### config.mk
export PLATFORM = sky130hd
export DESIGN_NAME = dpc_clock_config
export DESIGN_NICKNAME = d
export VERILOG_FILES = /design/src/core/dpc_pkg.sv /design/src/core/dpc_clock_config.sv
export SDC_FILE = /design/constraint.sdc
export NUM_CORES = 1
export LEC_CHECK = 0
export BUFFER_PORTS_ARGS = -buffer_cell sky130_fd_sc_hd__buf_2
export CAP_MARGIN = 20
export CORE_MARGIN = 4
export CORE_UTILIZATION = 50
export CTS_BUF_LIST = sky130_fd_sc_hd__clkbuf_8
export DETAILED_ROUTE_END_ITERATION = 16
export PLACE_DENSITY = 0.81
export SYNTH_ARGS = -nofsm -noshare
export SYNTH_HDL_FRONTEND = slang
export SYNTH_SLANG_ARGS = --single-unit
### constraint.sdc
create_clock -name sys_clk -period 1.2 [get_ports sys_clk]
set_input_delay 0.18 -clock sys_clk [delete_from_list [all_inputs] [get_ports sys_clk]]
set_output_delay 0.18 -clock sys_clk [all_outputs]
set_load 0.005 [all_outputs]
### src/core/dpc_pkg.sv
package dpc_pkg;
    // ----------------------------------------
    // Register map
    // ----------------------------------------
    localparam logic [7:0] ADDR_CLK_RX   = 8'h08;
    localparam logic [7:0] ADDR_PLL_EN   = 8'h0a;
    localparam logic [7:0] ADDR_PLL_LOOP = 8'h0c;
    localparam logic [7:0] ADDR_PLL_DIV  = 8'h0d;

    // ----------------------------------------
    // Reset values and writable bits
    // ----------------------------------------
    localparam logic [7:0] RST_CLK_RX    = 8'h30;
    localparam logic [7:0] RST_PLL_EN    = 8'h40;
    localparam logic [7:0] RST_PLL_LOOP  = 8'hd1;
    localparam logic [7:0] RST_PLL_DIV   = 8'hd8;
    localparam logic [7:0] MASK_CLK_RX   = 8'hf0;
    localparam logic [7:0] MASK_PLL_EN   = 8'hff;
    localparam logic [7:0] MASK_PLL_LOOP = 8'hdf;
    localparam logic [7:0] MASK_PLL_DIV  = 8'hdc;

    // ----------------------------------------
    // Field positions
    // ----------------------------------------
    localparam int CONV_DCC_BIT   = 7;
    localparam int REF_DCC_BIT    = 6;
    localparam int CONV_CROSS_BIT = 5;
    localparam int REF_CROSS_BIT  = 4;
    localparam int PLL_EN_BIT     = 7;
    localparam int MAN_EN_BIT     = 6;
    localparam int BAND_LSB       = 0;
    localparam int BAND_W         = 6;
    localparam int LOOP_BW_LSB    = 6;
    localparam int CP_LSB         = 0;
    localparam int CP_W           = 5;
    localparam int CTRL_DIV_LSB   = 6;
    localparam int XCTRL_BIT      = 4;
    localparam int OSC_DIV_LSB    = 2;

    // ----------------------------------------
    // Decoded configuration
    // ----------------------------------------
    typedef struct packed {
        logic                convDutyCorrEn;
        logic                refDutyCorrEn;
        logic                convCrossCorrEn;
        logic                refCrossCorrEn;
        logic                pllEnable;
        logic                manualBandEn;
        logic [BAND_W-1:0]   manualBandSelect;
        logic [1:0]          loopBandwidth;
        logic [CP_W-1:0]     chargePumpCurrent;
        logic [1:0]          controllerClockDivider;
        logic [4:0]          controllerClockRatio;
        logic                crossControlEn;
        logic [1:0]          oscillatorDivider;
        logic [2:0]          oscillatorRatio;
    } dpc_cfg_s;
endpackage

### src/core/dpc_clock_config.sv
`timescale 1ns/1ns
module dpc_clock_config
(
    // Clock, reset, enable
    input  wire logic              sys_clk,
    input  wire logic              rst_n,
    input  wire logic              clkEn,
    // Serial port register access
    input  wire logic [7:0]        regAddr,
    input  wire logic [7:0]        regWrData,
    input  wire logic              regWrEn,
    input  wire logic              regRdEn,
    output logic      [7:0]        regRdData,
    // Configuration to clock receivers and PLL
    output dpc_pkg::dpc_cfg_s      cfg
);

    // ----------------------------------------
    // Reset release
    // ----------------------------------------
    logic rstMeta_ff;
    logic rstSync_ff;

    always_ff @(posedge sys_clk or negedge rst_n)
    begin
        if (!rst_n)
        begin
            rstMeta_ff <= 1'b0;
            rstSync_ff <= 1'b0;
        end
        else
        begin
            rstMeta_ff <= 1'b1;
            rstSync_ff <= rstMeta_ff;
        end
    end

    // ----------------------------------------
    // Address decode
    // ----------------------------------------
    wire hitClkRx  = (regAddr == dpc_pkg::ADDR_CLK_RX);
    wire hitPllEn  = (regAddr == dpc_pkg::ADDR_PLL_EN);
    wire hitLoop   = (regAddr == dpc_pkg::ADDR_PLL_LOOP);
    wire hitDiv    = (regAddr == dpc_pkg::ADDR_PLL_DIV);
    wire wrClkRx   = clkEn && regWrEn && hitClkRx;
    wire wrPllEn   = clkEn && regWrEn && hitPllEn;
    wire wrLoop    = clkEn && regWrEn && hitLoop;
    wire wrDiv     = clkEn && regWrEn && hitDiv;

    logic [7:0] clkRx_ff;
    logic [7:0] pllEn_ff;
    logic [7:0] pllLoop_ff;
    logic [7:0] pllDiv_ff;
    logic [7:0] regRdData_ff;

    // Reserved bits are masked on write so they always read zero
    wire [7:0] nxt_clkRx   = wrClkRx ? (regWrData & dpc_pkg::MASK_CLK_RX)   : clkRx_ff;
    wire [7:0] nxt_pllEn   = wrPllEn ? (regWrData & dpc_pkg::MASK_PLL_EN)   : pllEn_ff;
    wire [7:0] nxt_pllLoop = wrLoop  ? (regWrData & dpc_pkg::MASK_PLL_LOOP) : pllLoop_ff;
    wire [7:0] nxt_pllDiv  = wrDiv   ? (regWrData & dpc_pkg::MASK_PLL_DIV)  : pllDiv_ff;

    // Unmapped addresses read zero
    wire [7:0] rdMux = hitClkRx ? clkRx_ff   :
                       hitPllEn ? pllEn_ff   :
                       hitLoop  ? pllLoop_ff :
                       hitDiv   ? pllDiv_ff  : 8'h00;
    wire [7:0] nxt_regRdData = (clkEn && regRdEn) ? rdMux : regRdData_ff;

    // ----------------------------------------
    // Registers
    // ----------------------------------------
    always_ff @(posedge sys_clk or negedge rstSync_ff)
    begin
        if (!rstSync_ff)
        begin
            clkRx_ff     <= dpc_pkg::RST_CLK_RX;
            pllEn_ff     <= dpc_pkg::RST_PLL_EN;
            pllLoop_ff   <= dpc_pkg::RST_PLL_LOOP;
            pllDiv_ff    <= dpc_pkg::RST_PLL_DIV;
            regRdData_ff <= 8'h00;
        end
        else
        begin
            clkRx_ff     <= nxt_clkRx;
            pllEn_ff     <= nxt_pllEn;
            pllLoop_ff   <= nxt_pllLoop;
            pllDiv_ff    <= nxt_pllDiv;
            regRdData_ff <= nxt_regRdData;
        end
    end

    assign regRdData = regRdData_ff;

    // ----------------------------------------
    // Field outputs
    // ----------------------------------------
    wire [1:0] ctrlDivCode = pllDiv_ff[dpc_pkg::CTRL_DIV_LSB +: 2];
    wire [1:0] oscDivCode  = pllDiv_ff[dpc_pkg::OSC_DIV_LSB +: 2];

    // Ratio is 2 shifted by the code: 2, 4, 8, 16
    wire [4:0] ctrlRatio = 5'h02 << ctrlDivCode;
    // Upper codes saturate at four
    wire [2:0] oscRatio  = oscDivCode[1] ? 3'h4 : (oscDivCode[0] ? 3'h2 : 3'h1);

    assign cfg.convDutyCorrEn         = clkRx_ff[dpc_pkg::CONV_DCC_BIT];
    assign cfg.refDutyCorrEn          = clkRx_ff[dpc_pkg::REF_DCC_BIT];
    assign cfg.convCrossCorrEn        = clkRx_ff[dpc_pkg::CONV_CROSS_BIT];
    assign cfg.refCrossCorrEn         = clkRx_ff[dpc_pkg::REF_CROSS_BIT];
    assign cfg.pllEnable              = pllEn_ff[dpc_pkg::PLL_EN_BIT];
    assign cfg.manualBandEn           = pllEn_ff[dpc_pkg::MAN_EN_BIT];
    assign cfg.manualBandSelect       = pllEn_ff[dpc_pkg::BAND_LSB +: dpc_pkg::BAND_W];
    assign cfg.loopBandwidth          = pllLoop_ff[dpc_pkg::LOOP_BW_LSB +: 2];
    assign cfg.chargePumpCurrent      = pllLoop_ff[dpc_pkg::CP_LSB +: dpc_pkg::CP_W];
    assign cfg.controllerClockDivider = ctrlDivCode;
    assign cfg.controllerClockRatio   = ctrlRatio;
    assign cfg.crossControlEn         = pllDiv_ff[dpc_pkg::XCTRL_BIT];
    assign cfg.oscillatorDivider      = oscDivCode;
    assign cfg.oscillatorRatio        = oscRatio;
endmodule

# After elaboration in Yosys (flattened, before gate mapping)
# Index checks and enable logic that the tools add are counted.
[word_totals]
reg_bits = 34
in_bits = 21
output_inout_bits = 40
wordCells = 24
[op_classes]
n_eq_ne = 4
n_shift = 1
n_mux = 6
reduce_logical = 6
[ops]
columns = ["operator", "n"]
rows = [
  ["8-bit by 4-bit equality test with 1-bit output (second input constant)", 4],
  ["8-bit two-way mux", 4],
  ["1-bit logical AND", 6],
  ["2-bit by 2-bit left shift with 5-bit output (first input constant)", 1],
  ["3-bit two-way mux", 1],
  ["2-bit two-way mux", 1],
]

# Longest topological paths before layout
# Gate-level depths: netlist of run 1.
[depth]
depth_word = 5
ltp_mapped = 5
ltp_nobuf = 4

# Worst setup path before layout of run 1
# OpenSTA, ideal clock, no wires.
[synth_path]
path_type = "in2reg"
start = "input regAddr[5]"
end = "register pllLoop_ff[1]"
setup_ns = 0.125
t_arrival_ns = 1.464
t_required_ns = 1.075
path_slack_ns = -0.389
path_stages = 5
n_path_buf = 1
path_cell_list = "nor3_2 > nand3b_2 > or4_1 > buf_6 > mux2_4"
[synth_between]
elab_chain_cells = 2
[synth_rtl]
columns = ["element", "line", "source"]
rows = [
  ["from (decl)", "dpc_clock_config.sv:9", "input wire logic [7:0] regAddr,"],
  ["8-bit by 4-bit equality test with 1-bit output", "dpc_clock_config.sv:43", "wire hitLoop = (regAddr == dpc_pkg::ADDR_PLL_LOOP);"],
  ["1-bit logical AND", "dpc_clock_config.sv:47", "wire wrLoop = clkEn && regWrEn && hitLoop;"],
  ["to (signal assigned)", "dpc_clock_config.sv:78", "pllLoop_ff <= dpc_pkg::RST_PLL_LOOP;"],
  ["to (signal assigned)", "dpc_clock_config.sv:86", "pllLoop_ff <= nxt_pllLoop;"],
  ["to (decl)", "dpc_clock_config.sv:52", "logic [7:0] pllLoop_ff;"],
]
# No other way between the ends.
# A chain may end at the register's enable or synchronous reset.

==> impl_metrics.env, run 1 <==
export IMPL_vias=1394
export IMPL_ys_seq_area_share_pct=54.2
export IMPL_hold_slack_ps=140
export IMPL_required_ps=1020
export IMPL_period_share_pct=111
export IMPL_finalPower_mw=2.28
export IMPL_layout_drive_gt1_share_pct=70.8
export IMPL_dieHeight_um=64.5
export IMPL_hold_path_class="in2reg"
export IMPL_power_density_nw_per_um2=930
export IMPL_placedCellCount=243
export IMPL_overflow=0
export IMPL_slew_viol_final=0
export IMPL_hpwlAfterDp_mm=3.00
export IMPL_worstPathArrival_ps=1160
export IMPL_grt_max_degree=33
export IMPL_first_pass_iters=4
export IMPL_syn_num_nets=143
export IMPL_synth_top_family_by_area="multiplexers"
export IMPL_yosys_warnings=0
export IMPL_htree_levels=2
export IMPL_route_detailed_drc=0
export IMPL_synthCells=122
export IMPL_clk_pin_slew_ps=70
export IMPL_setup_viol=33
export IMPL_path_class="reg2out"
export IMPL_setup_ws_ps=-136
export IMPL_synth_xor_area_share_pct=0
export IMPL_tns_ps=-1780
export IMPL_start_util_pct=52.3
export IMPL_synth_seq_cells=34
export IMPL_fin_crit_ps=1340
export IMPL_ios=61
export IMPL_slowest_delay_ps=540
export IMPL_rsz0062_at_grt="yes"
export IMPL_final_util_pct=80.5
export IMPL_antenna_found_initial=0
export IMPL_netlist_area_leader_share_pct=36.1
export IMPL_violations="negative setup slack"
export IMPL_clock_latency_ps=290
export IMPL_power_leakage_nw=1.32
export IMPL_viasPerCell=5.36
export IMPL_die_w_um=64.5
export IMPL_wire_per_inst_um=18.6
export IMPL_post_layout_nonfiller_instances=260
export IMPL_dieArea_um2=4160
export IMPL_rr_worst_depth=5
export IMPL_gr_usage_all_layers_pct=22.0
export IMPL_wl_mm=4.85
export IMPL_fin_nets=236
export IMPL_cts_tree="built"
export IMPL_synth_compound_area_share_pct=7.84
export IMPL_final_cell_mix="buf_2 (54), buf_4 (25), dfrtp_1 (23)"
export IMPL_fmax_ghz=0.749
export IMPL_cap_violations=0
export IMPL_syn_avg_cell_area_um2=13.1
export IMPL_synth_top_cell_by_area="dfrtp_1"
export IMPL_max_vdd_ir_drop_mv=0.787
export IMPL_max_clock_path_buffers=2
export IMPL_cp_top_family="flip-flops"
export IMPL_slowest_stage="dfstp_2"
export IMPL_netlist_area_um2=1600
export IMPL_cts_sinks=34
export IMPL_synthMuxAreaShare_pct=23.1
export IMPL_numPortBuffers=59
export IMPL_cts_buffers=5
export IMPL_core_rowCount=20
export IMPL_startpoint_type="register"
export IMPL_ys_types=30
export IMPL_ys_top_cells_by_area="dfrtp_1 (36%), dfstp_2 (18%), mux2_2 (13%)"
export IMPL_min_path_cells=2
export IMPL_gp_congestion=0.854
export IMPL_dr_first_iter_drc_count=51
export IMPL_antenna_cells=0
export IMPL_outcome="complete, but fails checks"
export IMPL_grt_pass1_vias=1428
export IMPL_synthAdderAreaFrac_pct=0
export IMPL_cp_depth=3
export IMPL_finalHoldViolations=0
export IMPL_mostFrequentLayoutCell="buf_2"
export IMPL_critical_path_buf_inv_count=2
export IMPL_area_growth_syn_to_layout_pct=54.0
export IMPL_grt_pass1_wl_mm=6.96
export IMPL_r2r_slack_ps=-110
export IMPL_fin_skew_ps=7.86
export IMPL_coreArea_um2=3050
export IMPL_synth_simple_area_share_pct=11.9
export IMPL_path_max_fanout=6
export IMPL_ant_nets=0
export IMPL_path_cells="buf_6 > nor2b_4 > buf_2"
export IMPL_end_kind="primary output"
export IMPL_root_buffer="clkbuf_8"
[cell usage after synthesis (all sizes together)]
library cell / count
nand2b: 2
or3b: 1
o31ai: 2
clkbuf: 2
nand2: 10
and2: 1
nor2b: 5
nand3b: 1
mux2i: 5
a22oi: 2
a32oi: 2
dfrtp: 23
a21oi: 1
conb: 2
nor3: 4
or2: 1
o21ai: 2
or4: 1
a32o: 1
buf: 4
a22o: 2
mux2: 26
or3: 1
dfstp: 11
o41ai: 2
nor2: 6
o32ai: 2
[state kept, by name, indices dropped and copies added, names as in the netlist]
signal	flops
rstSync_ff	1
clkRx_ff	4
pllDiv_ff	5
rstMeta_ff	1
pllLoop_ff	7
pllEn_ff	8
regRdData	8
[worst paths after layout]
check,endpoint,startpoint
setup / recovery,cfg[9],pllDiv_ff[7]
hold / removal,pllLoop_ff[0],regWrData[0]
setup reg to reg,regRdData[7],pllDiv_ff[7]
hold reg to reg,pllEn_ff[4],rstSync_ff
max in group asynchronous,pllDiv_ff[3],rstSync_ff
min in group asynchronous,rstMeta_ff,rst_n
[cells by family (layout without fill, tap and decap cells)]
family,Yosys count,in the layout
AO/OA/AOI/OAI,16,16
buffers and inverters,6,100
multiplexers,31,31
flip-flops,34,34
AND/OR/NAND/NOR,33,33
other,2,2
[per-stage QoR]
stage,worst slack (ps),area [um^2]
6_report,-136,2460
5_1_grt,-176,2460
4_1_cts,-137,2310
3_5_place_dp,-451,2120
3_3_place_gp,-426,2120
2_1_floorplan,-353,1620
[layer usage]
metal / GRT usage (%) / wire (um)
met1: 27.4 / 1880
met2: 36.2 / 2640
met3: 5.37 / 262
met4: 10.0 / 56
met5: 0 / 0
[report_power, final]
part / switching, mW / internal, mW / total [mW]
combinational: 0.145 / 0.153 / 0.298
clock: 0.396 / 0.386 / 0.782
sequential: 0.0222 / 1.18 / 1.20
[layout make-up]
class                      instances  area [um^2]
clock buffer                       5         68.8
clock inverter                     3         11.3
fill                             180          597
multi-input combinational         82          850
sequential                        34          865
tap                               44         55.1
timing repair buffer              92          607
[timing repair]
item	CTS	global route
gates resized for setup	19	27
endpoints found under the hold margin	2	0
buffers inserted	3	5
setup endpoints to repair	35	36
hold buffers	1	0
pin swaps	10	8
(Power assumes the default switching activity.)
==> run 2: changes to the inputs <==
==> config.mk (replaced) <==
export PLATFORM = sky130hd
export DESIGN_NAME = dpc_clock_config
export DESIGN_NICKNAME = d
export VERILOG_FILES = /design/src/core/dpc_pkg.sv /design/src/core/dpc_clock_config.sv
export SDC_FILE = /design/constraint.sdc
export NUM_CORES = 1
export LEC_CHECK = 0
export CAP_MARGIN = 20
export CORE_MARGIN = 4
export CORE_UTILIZATION = 55
export CTS_BUF_LIST = sky130_fd_sc_hd__clkbuf_8
export DETAILED_ROUTE_END_ITERATION = 16
export DONT_BUFFER_PORTS = 1
export PLACE_DENSITY = 0.7
export SYNTH_ARGS = -nofsm -noshare
export SYNTH_HDL_FRONTEND = slang
export SYNTH_SLANG_ARGS = --single-unit
==> run 2 against run 1 <==
Against the previous run:
- the flow still finishes with violations (negative setup slack)
- worst hold slack lost 100 ps
- clock power rose by 8.4%
- largest power group unchanged
- core utilization shrank 10 points
- via count is 24% lower
- maximum frequency up 4.9%
- first-iteration DRC count is 33% lower
- die area fell by 8.0%
- setup slack better by 62 ps
- critical endpoint is now cfg[10]
- critical path depth down 1
- final cell count decreased by 33%
==> impl_metrics.env, run 2 (same netlist as run 1, synthesis figures left out) <==
export IMPL_setup_ws_ps=-73.2
export IMPL_hpwlAfterDp_mm=2.58
export IMPL_cp_top_family="flip-flops"
export IMPL_worstReg2RegStart="pllDiv_ff[7]"
export IMPL_slowest_delay_ps=540
export IMPL_post_layout_nonfiller_instances=175
export IMPL_root_buffer="clkbuf_8"
export IMPL_min_path_cells=1
export IMPL_max_vdd_ir_drop_mv=1.09
export IMPL_period_share_pct=106
export IMPL_setup_viol=6
export IMPL_clock_latency_ps=290
export IMPL_cts_tree="built"
export IMPL_rr_worst_depth=4
export IMPL_place_area_um2=1750
export IMPL_dr_first_iter_drc_count=34
export IMPL_route_detailed_drc=0
export IMPL_antenna_cells=0
export IMPL_dpl_worst_slack_ps=-340
export IMPL_fin_skew_ps=2.94
export IMPL_violations="negative setup slack"
export IMPL_startpoint_type="register"
export IMPL_required_ps=1020
export IMPL_core_rowCount=19
export IMPL_ant_nets=0
export IMPL_htree_levels=2
export IMPL_fin_nets=164
export IMPL_overflow=0
export IMPL_power_leakage_nw=0.921
export IMPL_p_seq_share_pct=54.7
export IMPL_grt_pass1_wl_mm=5.25
export IMPL_fin_crit_ps=1270
export IMPL_reg2reg_to="regRdData[7]"
export IMPL_hold_path_class="in2reg"
export IMPL_layout_drive_gt1_share_pct=54.9
export IMPL_die_w_um=61.9
export IMPL_finalHoldViolations=0
export IMPL_gr_usage_all_layers_pct=19.7
export IMPL_r2r_slack_ps=30
export IMPL_final_util_pct=70.2
export IMPL_worstPathArrival_ps=1090
export IMPL_final_cell_mix="dfrtp_1 (23), mux2_2 (19), buf_4 (15)"
export IMPL_dieArea_um2=3830
export IMPL_cap_violations=0
export IMPL_power_density_nw_per_um2=1140
export IMPL_antenna_found_initial=0
export IMPL_ios=61
export IMPL_clk_pin_slew_ps=60
export IMPL_min_from="regWrData[3]"
export IMPL_share_comb_of_total_power_pct=6.8
export IMPL_slew_viol_final=0
export IMPL_placedCellCount=164
export IMPL_path_max_fanout=6
export IMPL_cts_buffers=5
export IMPL_fillCellCount=195
export IMPL_grt_pass1_vias=1111
export IMPL_vias=1057
export IMPL_path_class="reg2out"
export IMPL_viasPerCell=6.04
export IMPL_wl_mm=3.45
export IMPL_end_kind="primary output"
export IMPL_outcome="complete, but fails checks"
export IMPL_power_share_switching_pct=22.4
export IMPL_start_util_pct=57.8
export IMPL_cts_sinks=34
export IMPL_grt_max_degree=33
export IMPL_wire_per_inst_um=19.7
export IMPL_gp_congestion=0.764
export IMPL_coreArea_um2=2760
export IMPL_slowest_stage="dfstp_2"
export IMPL_path_cells="buf_6 > and2_4"
export IMPL_rsz0062_at_grt="yes"
export IMPL_dieHeight_um=61.9
export IMPL_mostFrequentLayoutCell="dfrtp_1"
export IMPL_numPortBuffers=0
export IMPL_area_growth_syn_to_layout_pct=21.4
export IMPL_critical_path_buf_inv_count=1
export IMPL_fmax_ghz=0.785
export IMPL_clkPwrFrac_pct=38.5
export IMPL_first_pass_iters=4
export IMPL_min_to="pllLoop_ff[3]"
export IMPL_stdcell_area_um2=1940
export IMPL_p_switching_mw=0.493
export IMPL_max_clock_path_buffers=2
export IMPL_p_int_mw=1.71
[run 2: stage by stage]
step	hold slack, ps	power (mW)	setup TNS [ps]
floorplan	-116	1.32	-5820
global placement	-116	1.35	-6080
detailed placement	-116	1.36	-7220
CTS	28.5	2.22	-320
global route	21.2	2.31	-563
finish	35.5	2.20	-288
[run 2: power groups by stage]
stage               logic [mW]  clock network [mW]  registers (mW)
floorplan               0.0872                   0            1.23
global placement         0.128                   0            1.22
detailed placement       0.132                   0            1.22
CTS                      0.143               0.870            1.21
global route             0.163               0.937            1.21
finish                   0.149               0.848            1.21
[run 2: how the worst max path moves through the flow]
stage	depth (start not counted)	slack (ps)	from	endpoint
2_1_floorplan	5	-350	regAddr[5]	pllLoop_ff[1]
3_3_place_gp	4	-310	regAddr[5]	pllLoop_ff[2]
3_5_place_dp	4	-340	regAddr[5]	pllLoop_ff[3]
4_1_cts	2	-80	pllDiv_ff[7]	cfg[10]
5_1_grt	1	-120	pllDiv_ff[6]	cfg[8]
6_report	2	-70	pllDiv_ff[7]	cfg[10]
[run 2: layout make-up]
| type | instances | area (um^2) | share of cell area (%) |
|---|---|---|---|
| Sequential cell | 34 | 865 | 44.6 |
| Tap cell | 31 | 38.8 | 2.00 |
| Timing Repair Buffer | 20 | 166 | 8.59 |
| Multi-Input combinational cell | 82 | 776 | 40.1 |
| Clock inverter | 2 | 8.76 | 0.452 |
| Clock buffer | 6 | 82.6 | 4.26 |
[run 2: metal layers]
layer  global-route usage, %  vias up  wire, um
met5                       0        -         0
met4                    10.0        0        62
met3                    10.3        7       370
met2                    29.4       53      1620
met1                    23.2      516      1400
li1                        -      481         -
[run 2: timing repair]
action	4_1_cts	5_1_grt
hold endpoints to repair	3	0
setup endpoints to repair	10	22
pin swaps	1	3
resized for setup	8	7
hold buffers	2	0
setup buffers	0	1
==> run 3: changes to the inputs <==
==> constraint.sdc (replaced) <==
create_clock -name sys_clk -period 1.2 [get_ports sys_clk]
set_input_delay 0.18 -clock sys_clk [delete_from_list [all_inputs] [get_ports sys_clk]]
set_output_delay 0.18 -clock sys_clk [all_outputs]
set_load 0.1 [all_outputs]
==> run 3 against run 2 <==
Against the previous run:
- the flow now stops in clock tree synthesis
- synthesized cell count unchanged
- synthesized area unchanged
==> impl_metrics.env, run 3 <==
export IMPL_syn_avg_cell_area_um2=13.1
export IMPL_ys_top_cells_by_area="dfrtp_1 (36%), dfstp_2 (18%), mux2_2 (13%)"
export IMPL_synthCells=122
export IMPL_synth_most_common_cell="dfrtp_1"
export IMPL_ys_async_sr_fraction_pct=100
export IMPL_synth_seq_cells=34
export IMPL_start_util_pct=57.8
export IMPL_max_clock_path_buffers=2
export IMPL_cts_sinks=34
export IMPL_outcome="aborted with a tool error"
export IMPL_ys_types=30
export IMPL_dieHeight_um=61.9
export IMPL_numPortBuffers=0
export IMPL_core_rowCount=19
export IMPL_die_w_um=61.9
export IMPL_cts_resized=20
export IMPL_failing_step="clock tree synthesis"
export IMPL_synth_common_cells="dfrtp_1 (23), mux2_2 (19), dfstp_2 (11)"
export IMPL_netlist_area_um2=1600
export IMPL_ctsHoldBuffers=2
export IMPL_hpwlAfterDp_mm=3.49
export IMPL_root_buffer="clkbuf_8"
export IMPL_error="[ERROR DPL-0033] detailed placement checks failed during check placement."
export IMPL_htree_levels=2
export IMPL_synth_edf_count=0
export IMPL_cts_buffers=5
export IMPL_netlist_area_leader_share_pct=36.1
export IMPL_synthFlopType="dfrtp_1"
export IMPL_cts_setup_buffers=2
export IMPL_ios=61
export IMPL_syn_num_nets=143
export IMPL_yosys_warnings=0
export IMPL_gp_congestion=0.807
export IMPL_synth_top_cell_by_area="dfrtp_1"
export IMPL_ys_seq_area_share_pct=54.2
-- run 3: cell counts after synthesis --
No cell type changed its count.
-- run 3: logic make-up after synthesis --
group                  share of synthesized area (%)
and+or+nand+nor                                 11.9
other                                          0.471
muxes                                           23.1
DFF                                             54.2
buffers and inverters                           2.43
AOI/OAI and AO/OA                               7.84
-- run 3: through the flow --
stage / hold WS, ps / instances / cell area (um^2) / setup slack, ps / utilization, %
detailed placement: -116 / 200 / 2470 / -322 / 89.6
global placement: -116 / 200 / 2470 / -300 / 89.6
floorplan: -116 / 122 / 1810 / -390 / -
==> run 4: changes to the inputs <==
--- a/config.mk
+++ b/config.mk
@@ -7,11 +7,10 @@
 export LEC_CHECK = 0
 export CAP_MARGIN = 20
 export CORE_MARGIN = 4
-export CORE_UTILIZATION = 55
-export CTS_BUF_LIST = sky130_fd_sc_hd__clkbuf_8
+export CORE_UTILIZATION = 40
 export DETAILED_ROUTE_END_ITERATION = 16
 export DONT_BUFFER_PORTS = 1
-export PLACE_DENSITY = 0.7
+export PLACE_DENSITY_LB_ADDON = 0.15
 export SYNTH_ARGS = -nofsm -noshare
 export SYNTH_HDL_FRONTEND = slang
 export SYNTH_SLANG_ARGS = --single-unit
==> run 4 against run 3 <==
Against the previous run:
- the flow now finishes, with violations (negative setup slack)
==> impl_metrics.env, run 4 (same netlist as run 1, synthesis figures left out) <==
export IMPL_fin_crit_ps=1450
export IMPL_power_share_switching_pct=29.2
export IMPL_clk_pin_slew_ps=60
export IMPL_mostFrequentLayoutCell="buf_12"
export IMPL_fmax_ghz=0.688
export IMPL_max_clock_path_buffers=2
export IMPL_clock_latency_ps=280
export IMPL_layout_drive_gt1_share_pct=74.1
export IMPL_required_ps=1020
export IMPL_finalHoldViolations=0
export IMPL_wire_per_inst_um=18.7
export IMPL_hold_path_class="in2reg"
export IMPL_path_cells="nor2b_4 > buf_12"
export IMPL_antenna_cells=0
export IMPL_first_pass_iters=4
export IMPL_dpl_worst_slack_ps=-368
export IMPL_setup_viol=28
export IMPL_violations="negative setup slack"
export IMPL_cts_sinks=34
export IMPL_core_rowCount=22
export IMPL_clkPwrFrac_pct=33.3
export IMPL_gr_usage_all_layers_pct=18.5
export IMPL_htree_levels=2
export IMPL_period_share_pct=121
export IMPL_outcome="complete, but fails checks"
export IMPL_route_detailed_drc=0
export IMPL_share_comb_of_total_power_pct=19.6
export IMPL_placedCellCount=217
export IMPL_setup_ws_ps=-253
export IMPL_end_kind="primary output"
export IMPL_grt_pass1_vias=1320
export IMPL_cp_top_family="flip-flops"
export IMPL_dr_first_iter_drc_count=59
export IMPL_slew_viol_final=0
export IMPL_r2r_slack_ps=-70
export IMPL_numPortBuffers=0
export IMPL_fin_nets=205
export IMPL_ios=61
export IMPL_startpoint_type="register"
export IMPL_p_int_mw=1.83
export IMPL_power_density_nw_per_um2=929
export IMPL_max_vdd_ir_drop_mv=0.828
export IMPL_critical_path_buf_inv_count=1
export IMPL_finalPower_mw=2.59
export IMPL_gp_congestion=0.773
export IMPL_slowest_delay_ps=640
export IMPL_antenna_found_initial=0
export IMPL_area_growth_syn_to_layout_pct=74.5
export IMPL_path_class="reg2out"
export IMPL_power_leakage_nw=1.25
export IMPL_wl_mm=4.35
export IMPL_ant_nets=0
export IMPL_p_seq_share_pct=47.1
export IMPL_hold_slack_ps=37.3
export IMPL_stdcell_area_um2=2780
export IMPL_place_area_um2=2500
export IMPL_coreArea_um2=3740
export IMPL_post_layout_nonfiller_instances=233
export IMPL_fillCellCount=264
export IMPL_start_util_pct=42.6
export IMPL_grt_max_degree=33
export IMPL_root_buffer="clkbuf_8"
export IMPL_die_w_um=71.2
export IMPL_rsz0062_at_grt="yes"
export IMPL_overflow=0
export IMPL_grt_pass1_wl_mm=7.11
export IMPL_dieHeight_um=71.2
export IMPL_cts_buffers=5
export IMPL_hpwlAfterDp_mm=3.15
export IMPL_worstPathArrival_ps=1270
export IMPL_path_max_fanout=4
export IMPL_cap_violations=0
export IMPL_cts_tree="built"
export IMPL_fin_skew_ps=1.93
export IMPL_slowest_stage="dfstp_4"
export IMPL_dieArea_um2=5060
export IMPL_p_switching_mw=0.756
export IMPL_viasPerCell=5.22
export IMPL_final_cell_mix="buf_12 (27), buf_4 (25), mux2_4 (20)"
export IMPL_vias=1216
-- run 4: what timing repair did --
item / 4_1_cts / 5_1_grt
hold buffers: 2 / 0
resized for setup: 18 / 9
setup buffers: 4 / 2
pin swaps: 2 / 3
endpoints found under the setup margin: 27 / 32
endpoints found under the hold margin: 3 / 0
-- run 4: through the flow --
step	utilization (%)	TNS, ps
after floorplan	-	-6960
after global placement	66.9	-5260
after detailed placement	66.9	-6670
after CTS	72.9	-2980
after global routing	74.4	-3700
final	74.4	-2890
-- run 4: final cells by class --
type	instances	area, um^2	area share (%)
clock buffer	7	86.3	3.10
tap	48	60.1	2.16
clock inverter	1	5.00	0.180
timing repair buffer	61	847	30.4
sequential	34	922	33.1
multi-input combinational	82	863	31.0
-- run 4: path summary, 6_finish.rpt --
kind | from | to | cells after the start
max reg2reg | pllDiv_ff[7] | regRdData[7] | 4
min reg2reg | rstSync_ff | regRdData[5] | 1
min in group asynchronous | rst_n | rstMeta_ff | 1
max in group asynchronous | rstSync_ff | pllLoop_ff[6] | 1
max | pllDiv_ff[6] | cfg[8] | 2
min | regWrData[0] | pllEn_ff[0] | 1
-- run 4: worst reg2reg max path, stage by stage, from the launching register on --
cell	delay [ps]
dfstp_4	640
buf_6	120
a32o_1	170
a21oi_2	40
o41ai_2	200
-- run 4: layer usage --
layer | up-vias | global-route usage (%) | part of all wire (%)
met5 | - | 0 | 0
met2 | 40 | 31.2 | 54
met1 | 615 | 21.8 | 37
met4 | 0 | 6.47 | 1.5
li1 | 556 | - | -
met3 | 5 | 6.53 | 6.7
-- run 4: power by group through the flow --
stage,Sequential (mW),Clock [mW],Combinational [mW]
after floorplan,1.41,0,0.180
after global placement,1.23,0,0.467
after detailed placement,1.24,0,0.471
after CTS,1.22,0.888,0.500
after global routing,1.22,0.956,0.526
final,1.22,0.860,0.508
